File: config.mk
export PLATFORM = sky130hd
export DESIGN_NAME = pmc_regs
export DESIGN_NICKNAME = d
export VERILOG_FILES = /design/src/logic/pmc_pkg.sv /design/src/logic/pmc_apb_slave.sv /design/src/logic/pmc_regs.sv
export SDC_FILE = /design/constraint.sdc
export NUM_CORES = 1
export LEC_CHECK = 0
export BUFFER_PORTS_ARGS = -buffer_cell sky130_fd_sc_hd__buf_2
export CORE_MARGIN = 1
export CORE_UTILIZATION = 41
export CTS_BUF_LIST = sky130_fd_sc_hd__clkbuf_4 sky130_fd_sc_hd__clkbuf_8 sky130_fd_sc_hd__clkbuf_16
export CTS_CLUSTER_SIZE = 30
export DETAILED_ROUTE_END_ITERATION = 10
export PLACE_DENSITY = 0.81
export SETUP_SLACK_MARGIN = 0.3
export SYNTH_ARGS = -nofsm -noshare
export SYNTH_HDL_FRONTEND = slang
export SYNTH_SLANG_ARGS = --single-unit
File: constraint.sdc
create_clock -name clk -period 4.1 [get_ports clk]
set_input_delay 0.615 -clock clk [delete_from_list [all_inputs] [get_ports clk]]
set_output_delay 0.615 -clock clk [all_outputs]
set_load 0.01 [all_outputs]
File: src/logic/pmc_pkg.sv
// Purpose: constants and types for the peripheral macro control register bank
// Assumes: APB slave with 32-bit data, one aligned word per register
// Notes: register values are 8 bits wide and sit in the low byte of the word
// Notes on behaviour
// RULE1: External clock select bit 4 feeds oscillator from main supply, feedback resistor off.
// RULE2: Writes to oscillator register bits 2, 3 and 7 are ignored.
// RULE3: Software writes zero to oscillator register bits 0, 1, 5 and 6.
// RULE4: Oscillator register reads zero in bits 0,1,5,6 and one in 2,3,7.
// RULE5: Any reset loads the oscillator register with 8ch.
// RULE6: Macro control register is eight bits, read/write, reset to 00h.
// RULE7: Bits 7:6 pick PLL multiplier x2, x4, x3; value 11 is forbidden.
// RULE8: Bit 5 sets serial clock pin direction, 1 is output.
// RULE9: Bit 4 sets serial clock polarity, 1 is inverted.
// RULE10: Bit 3 picks read strobe style, 0 for 80-style, 1 for 68-style.
// RULE11: Media block clock runs while bit 2 is 0, stops when 1.
// RULE12: USB DMA clock runs while bit 1 is 0, stops when 1.
// RULE13: USB macro held in reset while bit 0 is 0.
// RULE14: Macro control reads back last written value without side effects.
package pmc_pkg;
   localparam logic [11:0] PMC_OSC_OFFSET = 12'h000;
   localparam logic [11:0] PMC_MACRO_OFFSET = 12'h004;
   localparam logic [7:0] PMC_OSC_RESET = 8'h8c;
   localparam logic [7:0] PMC_MACRO_RESET = 8'h00;
   localparam logic [7:0] PMC_OSC_ONES = 8'h8c;
   localparam logic [7:0] PMC_OSC_WMASK = 8'h10;
   localparam int PMC_EXT_CLK_BIT = 4;

   // PLL multiplier selection as coded in bits 7:6
   typedef enum logic [1:0] {
      PMC_PLL_X2 = 2'b00,
      PMC_PLL_X4 = 2'b01,
      PMC_PLL_X3 = 2'b10,
      PMC_PLL_BAD = 2'b11
   } pmc_pll_t;

   // Layout of the macro control register
   typedef struct packed {
      pmc_pll_t pllMultSel;
      logic serialClockDirection;
      logic serialClockPolarity;
      logic strobeStyleSelect;
      logic mediaClockGate;
      logic usbDmaClockGate;
      logic usbMacroResetRelease;
   } pmc_macro_t;

   // Controls handed to the oscillator and macros
   typedef struct packed {
      logic oscFromMainSupply;
      logic oscFeedbackOff;
      pmc_pll_t pllMultSel;
      logic pllSelectBad;
      logic serialClockOutEn;
      logic serialClockInvert;
      logic strobeStyle68;
      logic mediaClockEn;
      logic usbDmaClockEn;
      logic usbMacroReset;
   } pmc_ctrl_t;
endpackage

File: src/logic/pmc_apb_slave.sv
// Purpose: APB slave front end with single-wait access and byte lane handling
// Assumes: same clock as the register bank
// Notes: answers every transfer in its second access cycle
`timescale 1ns/1ps
module pmc_apb_slave (
   // Clock and reset
   input wire logic clk,
   input wire logic sys_rst,
   // APB
   input wire logic psel,
   input wire logic penable,
   input wire logic pwrite,
   input wire logic [11:0] paddr,
   input wire logic [3:0] pstrb,
   output logic pready,
   // Register side
   output logic wrOsc,
   output logic wrMacro,
   output logic rdHit,
   output logic [1:0] rdSel
);
   import pmc_pkg::*;
   logic ready_q;
   logic ready_d;
   logic decOsc;
   logic decMacro;
   logic commit;

   // One wait state keeps read data settled from a register
   always_comb begin
      ready_d = psel & penable & ~ready_q;
   end
   always_ff @(posedge clk) begin
      if (sys_rst) begin
         ready_q <= 1'b0;
      end else begin
         ready_q <= ready_d;
      end
   end

   assign pready = ready_q;
   assign decOsc = (paddr == PMC_OSC_OFFSET);
   assign decMacro = (paddr == PMC_MACRO_OFFSET);
   assign commit = psel & penable & ready_q;
   // Only the low byte lane holds data, so it gates the write
   assign wrOsc = commit & pwrite & pstrb[0] & decOsc;
   assign wrMacro = commit & pwrite & pstrb[0] & decMacro;
   assign rdHit = psel & penable & ~pwrite & ~ready_q;
   assign rdSel = {decMacro, decOsc};
endmodule

File: src/logic/pmc_regs.sv
// Purpose: oscillator input control and internal macro control registers
// Assumes: APB master keeps request stable until pready
// Notes: outputs are registered except pslverr, tied low; unmapped addresses read zero, no error
//
// Added by the designer: the APB slave port and the register addresses.
`timescale 1ns/1ps
module pmc_regs (
   // Clock and reset
   input wire logic clk,
   input wire logic sys_rst,
   // APB slave port
   input wire logic psel,
   input wire logic penable,
   input wire logic pwrite,
   input wire logic [11:0] paddr,
   input wire logic [31:0] pwdata,
   input wire logic [3:0] pstrb,
   output logic [31:0] prdata,
   output logic pready,
   output logic pslverr,
   // Controls to oscillator and macros
   output pmc_pkg::pmc_ctrl_t ctrl
);
   import pmc_pkg::*;
   logic [7:0] osc_q;
   logic [7:0] osc_d;
   pmc_macro_t macro_q;
   pmc_macro_t macro_d;
   logic [31:0] rdata_q;
   logic [31:0] rdata_d;
   pmc_ctrl_t ctrl_q;
   pmc_ctrl_t ctrl_d;
   logic wrOsc;
   logic wrMacro;
   logic rdHit;
   logic [1:0] rdSel;
   logic [7:0] oscView;

   // Bus front end
   pmc_apb_slave u_slave (
      .clk(clk),
      .sys_rst(sys_rst),
      .psel(psel),
      .penable(penable),
      .pwrite(pwrite),
      .paddr(paddr),
      .pstrb(pstrb),
      .pready(pready),
      .wrOsc(wrOsc),
      .wrMacro(wrMacro),
      .rdHit(rdHit),
      .rdSel(rdSel)
   );

   // Only bit 4 stores; fixed bits never take write data
   always_comb begin
      osc_d = osc_q;
      if (wrOsc) begin
         osc_d = (pwdata[7:0] & PMC_OSC_WMASK) | PMC_OSC_ONES; // RULE2
      end
   end

   // Full eight-bit store, reads have no effect on it
   always_comb begin
      macro_d = macro_q;
      if (wrMacro) begin
         macro_d = pmc_macro_t'(pwdata[7:0]); // RULE6 RULE14
      end
   end

   // Read view forces the fixed bits whatever is stored
   assign oscView = (osc_q & PMC_OSC_WMASK) | PMC_OSC_ONES; // RULE4

   // Read data captured in the wait cycle, presented with pready
   always_comb begin
      rdata_d = rdata_q;
      if (rdHit) begin
         case (rdSel)
            2'b01: rdata_d = {24'h000000, oscView};
            2'b10: rdata_d = {24'h000000, macro_q}; // RULE14
            default: rdata_d = 32'h00000000;
         endcase
      end
   end

   // Decode of stored fields into macro controls
   always_comb begin
      ctrl_d.oscFromMainSupply = osc_q[PMC_EXT_CLK_BIT]; // RULE1
      ctrl_d.oscFeedbackOff = osc_q[PMC_EXT_CLK_BIT]; // RULE1
      ctrl_d.pllMultSel = macro_q.pllMultSel; // RULE7
      // Forbidden code is flagged, not corrected; the PLL sees it as written
      ctrl_d.pllSelectBad = (macro_q.pllMultSel == PMC_PLL_BAD); // RULE7
      ctrl_d.serialClockOutEn = macro_q.serialClockDirection; // RULE8
      ctrl_d.serialClockInvert = macro_q.serialClockPolarity; // RULE9
      ctrl_d.strobeStyle68 = macro_q.strobeStyleSelect; // RULE10
      ctrl_d.mediaClockEn = ~macro_q.mediaClockGate; // RULE11
      ctrl_d.usbDmaClockEn = ~macro_q.usbDmaClockGate; // RULE12
      ctrl_d.usbMacroReset = ~macro_q.usbMacroResetRelease; // RULE13
   end

   // State registers; sys_rst stands for every chip reset source
   always_ff @(posedge clk) begin
      if (sys_rst) begin
         osc_q <= PMC_OSC_RESET; // RULE5
         macro_q <= pmc_macro_t'(PMC_MACRO_RESET); // RULE6
         rdata_q <= 32'h00000000;
         ctrl_q <= '0;
         ctrl_q.usbMacroReset <= 1'b1; // RULE13
         ctrl_q.mediaClockEn <= 1'b1;
         ctrl_q.usbDmaClockEn <= 1'b1;
      end else begin
         osc_q <= osc_d;
         macro_q <= macro_d;
         rdata_q <= rdata_d;
         ctrl_q <= ctrl_d;
      end
   end

   assign prdata = rdata_q;
   assign ctrl = ctrl_q;
   assign pslverr = 1'b0;
endmodule

==> results of run 1 <==
routing by layer:
metal	GRT usage [%]	vias to the layer above	routed length [um]
met2	22.00	47	933
met5	0	-	0
met4	3.061	0	0
met1	17.53	388	1032
li1	-	473	-
met3	3.297	0	156
report_power, final:
group / total [W] / switching (W) / internal (W)
Clock: 0.000179 / 0.0000800 / 0.0000988
Sequential: 0.000273 / 0.000000487 / 0.000273
Combinational: 0.0000380 / 0.0000239 / 0.0000141
Total: 0.000490 / 0.000104 / 0.000386
final timing paths:
kind                        from        end  slack (ps)  cells past startpoint
hold / removal        macro_q[2]    ctrl[2]         440                      1
setup / recovery        paddr[4]  prdata[3]        1970                      7
setup reg to reg  u_slave.pready  ctrl_d[8]        2590                      4
hold reg to reg       macro_q[2]    ctrl[2]         440                      1
cell usage after synthesis (all sizes together):
master | count | area, sq um
nor2b | 9 | 56.30
clkbuf | 2 | 7.510
nor3 | 3 | 15.01
dfxtp | 28 | 560.5
ha | 2 | 25.02
buf | 27 | 198.9
inv | 3 | 11.26
a21oi | 7 | 35.03
nand4b | 1 | 8.760
mux2i | 4 | 40.04
nor4 | 2 | 33.78
or2 | 1 | 6.260
o31ai | 1 | 7.510
or3 | 3 | 28.78
nand2b | 8 | 50.05
o2bb2ai | 4 | 35.03
or4b | 1 | 10.01
a22oi | 1 | 7.510
nor2 | 2 | 23.77
nor4b | 1 | 15.01
nand2 | 6 | 22.52
o21ai | 1 | 5.000
conb | 1 | 3.750
and2 | 1 | 6.260
nand3 | 6 | 35.03
mux2 | 4 | 60.06
registers in the layout, summed over array words and instances, names as in the netlist:
| register | count |
|---|---|
| macro_q | 3 |
| prdata | 8 |
| ctrl | 10 |
| ctrl_d | 5 |
| u_slave.pready | 1 |
| osc_q | 1 |
through the flow:
step	total power, W	hold WS, ps	instance area (sq um)	std cells
2_1_floorplan	0.0003176	391.0	1399	153
3_3_place_gp	0.0003163	406.5	1473	213
3_5_place_dp	0.0003165	404.8	1473	213
4_1_cts	0.0004947	440.4	1525	217
5_1_grt	0.0005066	470.8	1525	217
6_report	0.0004899	439.4	1525	217
cell families (layout without fill, tap and decap cells):
kind of cell               count (synthesis)  in the layout  share of synthesized area [%]
DFF                                       28             28                          42.83
other                                      1             25                         0.2865
buffers and inverters                     32             52                          16.63
adders and majority gates                  2              2                          1.912
muxes                                      8              8                          7.648
AOI/OAI and AO/OA                         14             14                          6.883
and+or+nand+nor                           44             44                          23.80
area by class of cell:
| cell class | count | area (sq um) | area share [%] |
|---|---|---|---|
| multi-input combinational | 93 | 620.6 | 40.69 |
| clock buffer | 3 | 22.52 | 1.477 |
| timing repair buffer | 45 | 225.2 | 14.77 |
| inverter | 3 | 11.26 | 0.7383 |
| clock inverter | 1 | 30.03 | 1.969 |
| sequential | 28 | 560.5 | 36.75 |
| tap | 44 | 55.05 | 3.610 |
critical path: cells and delay by family:
family | cells | cell delay, ps
adders and majority gates | 1 | 220
AOI/OAI and AO/OA | 1 | 150
buffers and inverters | 2 | 180
and+or+nand+nor | 3 | 1240
==> results by group, run 1 <==
Outcome
  • Outcome: finished, final reports clean

Timing
  • FMAX: between 400 and 500 MHz
  • Worst-Margin Slew: slightly above 600 ps
  • Unrepaired setup endpoints after global routing: no
  • Worst rel slew slack: a little under 60%
  • Setup TNS: 0 ps
  • PnR worst setup slack: approximately 2000 ps
  • Post-route clock period utilization: between 50% and 60%
  • Max-slew violation count: 0
  • Final clock skew: between 3 and 4 ps
  • Hold Vio Cnt, Final: 0
  • Minimum clock period: about 2100 ps
  • Final setup violation count: 0

Min path
  • Worst hold path type: reg2reg

Floorplanning
  • Initial core utilization: 42.87%
  • I/O pin count: between 90 and 100
  • CORE AREA: around 3100 sq um
  • Std cell rows: 20
  • Die W: slightly below 60 um
  • Die Ht: between 50 and 60 um
  • Die area: between 3000 and 4000 sq um

Placement
  • Setup WS pre-CTS: roughly 1600 ps
  • Routability cong.: between 0.6 and 0.7
  • Port buffer count: 45
  • Detailed Place HPWL: 1.595 mm

Pwr
  • PD cells: around 320 nW/um^2
  • Leakage Power: ~0.7 nW
  • VDD IR-drop max: approximately 150 uV

Cells and area
  • Layout cell share with drive strength beyond 1: a little over a third
  • Fin nets: between 200 and 250
  • Commonest non-fill, non-tap cell in the layout: buf_2
  • Final Core Density: ~50%
  • # diodes: 0
  • Filler cell count: 298
  • Syn-to-layout area delta: 16.54%
  • Commonest cells after routing, fill and taps aside: buf_2, dfxtp_1, conb_1

Synthesis
  • Seq cells post-synth: 28
  • Mapped Avg Cell Area: slightly above 10 sq um
  • Ys Warns: 0
  • Seq/Total Area, Yosys: a little over two fifths
  • Synthesized area: 1309 sq um
  • Cells after Synth: approximately 130
  • Synth unique cells: 31

Clocking
  • Max Root-Sink Buffers: 2
  • Worst skew pair latency: around 320 ps
  • Clock sink count: 28
  • Clock slew at the register clock pins of the worst setup and hold paths: approximately 150 ps
  • Post-cts hold buffer count: 0
  • Cts repair resizes: 0
  • Post-CTS Setup Bufs: 0
  • # H-tree levels: 1
  • CTS tree: yes
  • Num CTS Buffers: 3
  • Clock root cell: clkbuf_4

Critical path
  • Worst-path maximum fanout: 4
  • Critical-path top delay cell: or4b_1
  • Cell Chain, Critical Path: buf_2 -> or4b_1 -> or3_1 -> inv_1 -> ha_1 -> or3_4 -> o2bb2ai_1
  • Crit end category: flop
  • CP startpoint kind: primary input
  • Critical path's largest stage delay: 490 ps
  • CP required: 4370 ps
  • Critical path data arrival time: roughly 2400 ps
  • Crit path kind: in2reg

Run
  • Max Cap Violations: 0

Route
  • Via count: 908
  • Total wire length: between 2 and 2.5 mm
  • Initial detailed-routing violation count: 27
  • DR vias/cell: ~4.2
  • Drt wl/cell: 9.779 um
  • Remaining routing DRC violations: 0
  • Drt first pass iters: 4
  • Detail Route Antenna Nets: 0

Global route
  • Initial antenna violation count: 0
  • Number of global-route vias before repair: slightly above 800
  • Grt total ovfl: 0
  • First-pass GRT wire length: roughly 3.6 mm
  • Largest net degree at the start of global routing: 25
  • GRT Overall Usage: between 10% and 20%
(Power assumes the default switching activity.)
==> run 2: changes to the inputs <==
--- a/config.mk
+++ b/config.mk
@@ -7,11 +7,11 @@
 export LEC_CHECK = 0
 export BUFFER_PORTS_ARGS = -buffer_cell sky130_fd_sc_hd__buf_2
 export CORE_MARGIN = 1
-export CORE_UTILIZATION = 41
+export CORE_UTILIZATION = 36
 export CTS_BUF_LIST = sky130_fd_sc_hd__clkbuf_4 sky130_fd_sc_hd__clkbuf_8 sky130_fd_sc_hd__clkbuf_16
 export CTS_CLUSTER_SIZE = 30
 export DETAILED_ROUTE_END_ITERATION = 10
-export PLACE_DENSITY = 0.81
+export PLACE_DENSITY = 0.75
 export SETUP_SLACK_MARGIN = 0.3
 export SYNTH_ARGS = -nofsm -noshare
 export SYNTH_HDL_FRONTEND = slang
==> constraint.sdc (replaced) <==
create_clock -name clk -period 1.85 [get_ports clk]
set_input_delay 0.2775 -clock clk [delete_from_list [all_inputs] [get_ports clk]]
set_output_delay 0.2775 -clock clk [all_outputs]
set_load 0.01 [all_outputs]
==> run 2 against run 1 <==
Wire length up 16%; final cell count up 7.4%; combinational power rose to 2.7 times the previous value; sequential power up 120%; highest routed layer is now met4.
==> results by group, run 2 (same netlist as run 1, synthesis figures left out) <==
Route
  • Detail Route Antenna Nets: 0 (unchanged)
  • Remaining routing DRC violations: 0 (unchanged)
  • Drt wl/cell: 10.54 um (was 9.779 um)
  • DR vias/cell: 4.245 (was 4.184)
  • Drt first pass iters: 4 (unchanged)
  • Total wire length: 2.456 mm (was 2.122 mm)
  • Via count: 989 (was 908)
  • Initial detailed-routing violation count: 19 (was 27)

Placement
  • Setup WS pre-CTS: -280.8 ps (was 1611 ps)
  • Port buffer count: 45 (unchanged)
  • Routability cong.: 0.7459 (was 0.6933)
  • Detailed Place HPWL: 1.835 mm (was 1.595 mm)

Cells and area
  • Final Core Density: 48.86% (was 49.96%)
  • Syn-to-layout area delta: 27.53% (was 16.54%)
  • Commonest cells after routing, fill and taps aside: buf_2, dfxtp_1, conb_1 (unchanged)
  • Layout cell share with drive strength beyond 1: 44.39% (was 35.26%)
  • Fin nets: 244 (was 229)
  • Commonest non-fill, non-tap cell in the layout: buf_2 (unchanged)
  • # diodes: 0 (unchanged)
  • Filler cell count: 362 (was 298)
  • Largest register FFs: 10 (unchanged)

Critical path
  • Reg2reg path depth: 4 (unchanged)
  • Crit path kind: in2reg (unchanged)
  • CP required: 2100 ps (was 4370 ps)
  • Crit end category: flop (unchanged)
  • Critical-path top delay cell: or4b_1 (unchanged)
  • Top Family by Delay on Critical Path: simple AND/OR/NAND/NOR gates (unchanged)
  • Critical path data arrival time: 2050 ps (was 2390 ps)
  • Most Frequent Cell on Critical Path: or3_4
  • Worst-path maximum fanout: 4 (unchanged)
  • Critical path's largest stage delay: 510 ps (was 490 ps)
  • CP Buf/Inv Count: 2 (unchanged)
  • Cell Chain, Critical Path: buf_6 -> or4b_1 -> or3_4 -> inv_4 -> ha_4 -> or3_4 -> o2bb2ai_2 (was buf_2 -> or4b_1 -> or3_1 -> inv_1 -> ha_1 -> or3_4 -> o2bb2ai_1)
  • CP startpoint kind: primary input (unchanged)
  • WP depth: 7 (unchanged)

Timing
  • Setup TNS: 0 ps (unchanged)
  • Minimum clock period: approximately 1800 ps
  • Max-slew violation count: 0 (unchanged)
  • PnR worst setup slack: 57.30 ps (was 1974 ps)
  • Final clock skew: 6.669 ps (was 3.858 ps)
  • Post-route clock period utilization: 96.90%
  • Final setup violation count: 0 (unchanged)
  • Hold Vio Cnt, Final: 0 (unchanged)
  • FMAX: ~560 MHz
  • Unrepaired setup endpoints after global routing: yes (was no)
  • Hold_ws: 199.6 ps (was 439.4 ps)

Clocking
  • Clock slew at the register clock pins of the worst setup and hold paths: 140 ps (was 150 ps)
  • Post-CTS Setup Bufs: 0 (unchanged)
  • Post-cts hold buffer count: 0 (unchanged)
  • Clock sink count: 28 (unchanged)
  • # H-tree levels: 1 (unchanged)
  • Clock root cell: clkbuf_4 (unchanged)
  • Num CTS Buffers: 3 (unchanged)
  • Worst skew pair latency: 310 ps (was 320 ps)
  • Max Root-Sink Buffers: 2 (unchanged)
  • CTS tree: yes (unchanged)

Floorplanning
  • Die area: 3881 sq um (was 3422 sq um)
  • I/O pin count: 98 (unchanged)
  • Initial core utilization: 38.32% (was 42.87%)
  • Die W: 62.30 um (was 58.50 um)
  • CORE AREA: 3416 sq um (was 3053 sq um)
  • Die Ht: 62.30 um (was 58.50 um)
  • Std cell rows: 21 (was 20)

Global route
  • First-pass GRT wire length: 4.264 mm (was 3.560 mm)
  • Grt total ovfl: 0 (unchanged)
  • Number of global-route vias before repair: 957 (was 820)
  • Initial antenna violation count: 0 (unchanged)
  • Largest net degree at the start of global routing: 25 (unchanged)
  • GRT Overall Usage: 13.87% (was 13.30%)

Pwr
  • Leakage Power: 0.7876 nW (was 0.7165 nW)
  • VDD IR-drop max: 440.0 uV (was 147.7 uV)
  • Total power: 0.0009428 W (was 0.0004899 W)
  • PD cells: 564.9 nW/um^2 (was 321.2 nW/um^2)

Min path
  • Worst hold path type: in2reg (was reg2reg)
  • Hold Crit Depth: 3 (was 1)

Outcome
  • Outcome: finished, final reports clean (unchanged)

Run
  • Max Cap Violations: 0 (unchanged)
[run 2: cell types whose count changed in the layout (fill, tap and decap cells not counted), sizes merged]
cell | previous run | this run
bufinv | 1 | 0
buf | 45 | 60
[run 2: tightest hold or removal path: cells and delay by family]
| family | cells | cell delay [ps] |
|---|---|---|
| buffers and inverters | 1 | 90 |
| multiplexers | 1 | 60 |
| AND/OR/NAND/NOR | 1 | 50 |
[run 2: power breakdown]
group / switching [W] / leakage, nW / internal [W]
combinational: 0.0000576 / 0.548 / 0.0000464
clock: 0.000158 / 0.0138 / 0.0000761
sequential: 0.000000957 / 0.226 / 0.000604
total: 0.000216 / 0.788 / 0.000727
[run 2: metrics by stage]
step / instance area (sq um) / cells
finish: 1669 / 233
global route: 1669 / 233
CTS: 1642 / 233
detailed placement: 1588 / 230
global placement: 1588 / 230
floorplan: 1406 / 153
[run 2: final cells by class]
type | count | area (sq um) | share of cell area [%]
inverters | 3 | 13.76 | 0.8246
clock buffers | 3 | 22.52 | 1.349
flip-flops and latches | 28 | 561.8 | 33.66
repair buffers | 60 | 350.3 | 20.99
well taps | 46 | 57.56 | 3.448
multi-input cells | 93 | 663.1 | 39.73
[run 2: final timing paths]
kind / startpoint / to / slack [ps]
worst max register to register: u_slave.pready / ctrl_d[3] / 450
worst min-delay path: pwdata[1] / macro_q[1] / 200
worst max-delay path: paddr[4] / prdata[7] / 60
worst min register to register: macro_q[1] / ctrl[1] / 450
[run 2: routing by layer]
| layer | track usage (%) | vias up | share of wire (%) |
|---|---|---|---|
| met5 | 0 | - | 0 |
| met4 | 1.744 | 0 | 0.49 |
| met3 | 3.860 | 2 | 5.5 |
| met2 | 25.55 | 38 | 50 |
| met1 | 16.27 | 444 | 44 |
| li1 | - | 505 | - |
[run 2: timing repair]
action                     in CTS  in global routing
cloned                          0                  0
setup endpoints to repair       4                  9
gates resized for setup         5                  6
pin swaps                       8                  5
==> run 3: changes to the inputs <==
--- a/config.mk
+++ b/config.mk
@@ -6,12 +6,14 @@
 export NUM_CORES = 1
 export LEC_CHECK = 0
 export BUFFER_PORTS_ARGS = -buffer_cell sky130_fd_sc_hd__buf_2
+export CELL_PAD_IN_SITES_DETAIL_PLACEMENT = 2
+export CELL_PAD_IN_SITES_GLOBAL_PLACEMENT = 2
 export CORE_MARGIN = 1
-export CORE_UTILIZATION = 36
+export CORE_UTILIZATION = 19
 export CTS_BUF_LIST = sky130_fd_sc_hd__clkbuf_4 sky130_fd_sc_hd__clkbuf_8 sky130_fd_sc_hd__clkbuf_16
 export CTS_CLUSTER_SIZE = 30
 export DETAILED_ROUTE_END_ITERATION = 10
-export PLACE_DENSITY = 0.75
+export PLACE_DENSITY = 0.76
 export SETUP_SLACK_MARGIN = 0.3
 export SYNTH_ARGS = -nofsm -noshare
 export SYNTH_HDL_FRONTEND = slang
==> run 3 against run 2 <==
Final area increased by 7.8%; non-clock buffer count increased by 2; critical endpoint is now prdata[2]; sequential cell count unchanged; clock skew decreased by 5.5 ps; worst setup slack got worse by 41 ps; clock power increased by 60%; wire length increased by 34%; total power increased by 16%; fmax decreased by 2.2%.
==> results by group, run 3 (same netlist as run 1, synthesis figures left out) <==
Global route
  • Number of global-route vias before repair: 1090 (was 957)
  • Initial antenna violation count: 0 (unchanged)
  • Grt total ovfl: 0 (unchanged)
  • Largest net degree at the start of global routing: 25 (unchanged)
  • First-pass GRT wire length: 5.402 mm (was 4.264 mm)
  • GRT Overall Usage: 9.496% (was 13.87%)

Clocking
  • Worst skew pair latency: 270 ps (was 310 ps)
  • Max Root-Sink Buffers: 2 (unchanged)
  • Clock sink count: 28 (unchanged)
  • # H-tree levels: 1 (unchanged)
  • CTS tree: yes (unchanged)
  • Num CTS Buffers: 3 (unchanged)
  • Clock root cell: clkbuf_8 (was clkbuf_4)
  • Clock slew at the register clock pins of the worst setup and hold paths: 90 ps (was 140 ps)

Pwr
  • Internal: 0.0008418 W (was 0.0007265 W)
  • PD cells: 605.4 nW/um^2 (was 564.9 nW/um^2)
  • Switching share of power: 22.72% (was 22.94%)
  • Clock share of power: 34.3% (was 24.8%)
  • VDD IR-drop max: 190.7 uV (was 440.0 uV)
  • Sw power: 0.0002475 W (was 0.0002163 W)
  • Comb pwr share: 10.2% (was 11.0%)
  • Sequential power share: 55.5% (was 64.2%)
  • Leakage Power: 0.8148 nW (was 0.7876 nW)

Timing
  • FMAX: 545.5 MHz (was 557.8 MHz)
  • Max-slew violation count: 0 (unchanged)
  • Minimum clock period: 1833 ps (was 1793 ps)
  • Post-route clock period utilization: 99.10% (was 96.90%)
  • Unrepaired setup endpoints after global routing: yes (unchanged)
  • PnR worst setup slack: 16.67 ps (was 57.30 ps)
  • Hold_ws: 265.5 ps (was 199.6 ps)
  • Final clock skew: 1.178 ps (was 6.669 ps)
  • Final setup violation count: 0 (unchanged)
  • Hold Vio Cnt, Final: 0 (unchanged)

Critical path
  • Crit path kind: in2reg (unchanged)
  • Critical path's largest stage delay: 510 ps (about the same)
  • Most Frequent Cell on Critical Path: or3_4 (unchanged)
  • Crit end category: flop (unchanged)
  • Critical-path top delay cell: or4b_1 (unchanged)
  • Reg2Reg Setup Slack: 360 ps (was 450 ps)
  • CP startpoint kind: primary input (unchanged)
  • CP required: 2060 ps (was 2100 ps)
  • Cell Chain, Critical Path: buf_6 -> or4b_1 -> or3_4 -> inv_4 -> ha_4 -> or3_4 -> o2bb2ai_2 (unchanged)
  • Worst-path maximum fanout: 4 (unchanged)
  • Critical path data arrival time: 2040 ps (was 2050 ps)

Placement
  • Setup WS pre-CTS: -317.3 ps (was -280.8 ps)
  • Port buffer count: 45 (unchanged)
  • Routability cong.: 0.6421 (was 0.7459)
  • DP Area: 1619 sq um (was 1588 sq um)
  • Detailed Place HPWL: 2.568 mm (was 1.835 mm)

Route
  • DR vias/cell: 3.910 (was 4.245)
  • Initial detailed-routing violation count: 25 (was 19)
  • Drt wl/cell: 12.33 um (was 10.54 um)
  • Via count: 1044 (was 989)
  • Drt first pass iters: 3 (was 4)
  • Remaining routing DRC violations: 0 (unchanged)
  • Total wire length: 3.291 mm (was 2.456 mm)
  • Detail Route Antenna Nets: 0 (unchanged)

Floorplanning
  • Die Ht: 85.00 um (was 62.30 um)
  • Die area: 7224 sq um (was 3881 sq um)
  • Die W: 85.00 um (was 62.30 um)
  • Initial core utilization: 20.15% (was 38.32%)
  • I/O pin count: 98 (unchanged)
  • CORE AREA: 6495 sq um (was 3416 sq um)
  • Std cell rows: 29 (was 21)

Run
  • Max Cap Violations: 0 (unchanged)

Cells and area
  • Register area: 560.5 sq um (was 561.8 sq um)
  • Filler cell count: 752 (was 362)
  • Largest register FFs: 10 (unchanged)
  • Commonest non-fill, non-tap cell in the layout: buf_2 (unchanged)
  • Layout cell share with drive strength beyond 1: 46.84% (was 44.39%)
  • Commonest cells after routing, fill and taps aside: buf_2, dfxtp_1, conb_1 (unchanged)
  • Syn-to-layout area delta: 37.48% (was 27.53%)
  • Area of the multi-input gates: 688.2 sq um (was 663.1 sq um)
  • # diodes: 0 (unchanged)
  • Design Area, Final: 1799 sq um (was 1669 sq um)
  • Fin nets: 246 (was 244)

Outcome
  • Outcome: finished, final reports clean (unchanged)

Min path
  • Worst hold path type: in2reg (unchanged)
[run 3: cell types whose count changed in the layout (fill, tap and decap cells not counted), moves of 3 or more]
cell,change
nand3_1,-4
nand3_2,+3
clkbuf_4,-3
clkbuf_8,+4
[run 3: layer usage]
metal  track usage [%]  part of all wire [%]  wire (um)  vias up
met5                 0                     0          0        -
met4             2.311                  0.88         29        0
met3             2.140                   6.9        227        4
met2             17.38                    51       1682       41
met1             11.18                    41       1350      492
li1                  -                     -          -      507
[run 3: worst paths after layout]
path                end           start  depth (start not counted)
min reg2reg     ctrl[2]      macro_q[2]                          1
min          macro_q[0]       pwdata[0]                          3
max           prdata[2]        paddr[6]                          7
max reg2reg   ctrl_d[7]  u_slave.pready                          5
[run 3: power groups by stage]
| stage | Sequential [W] | Clock (W) | Combinational [W] |
|---|---|---|---|
| after floorplan | 0.000618 | 0 | 0.0000855 |
| after global routing | 0.000605 | 0.000414 | 0.000124 |
| after detailed placement | 0.000618 | 0 | 0.000103 |
| after CTS | 0.000604 | 0.000394 | 0.000110 |
| final | 0.000604 | 0.000374 | 0.000111 |
| after global placement | 0.000618 | 0 | 0.000100 |
[run 3: repair_timing]
item,CTS,global route
setup buffers,1,2
setup endpoints to repair,8,14
cloned,0,0
pin swaps,14,2
resized for setup,14,3
hold buffers,0,0
[run 3: through the flow]
stage | utilization [%] | std cells | TNS, ps | power, W
2_1_floorplan | - | 153 | -416.3 | 0.0007040
3_3_place_gp | 24.93 | 260 | -1123 | 0.0007182
3_5_place_dp | 24.93 | 260 | -1369 | 0.0007216
4_1_cts | 27.07 | 265 | 0 | 0.001108
5_1_grt | 27.70 | 267 | -37.73 | 0.001142
6_report | 27.70 | 267 | 0 | 0.001089
[run 3: cell type report]
type	instances	area share [%]
multi-input cells	93	38.25
flip-flops and latches	28	31.15
repair buffers	62	21.42
well taps	77	5.355
clock buffers	4	3.060
inverters	3	0.7649
[run 3: critical path, delay by kind of cell]
kind,cells,cell delay [ps]
buffers and inverters,2,160
AO/OA/AOI/OAI,1,140
AND/OR/NAND/NOR,3,1280
adder cells (fa/ha/maj),1,190
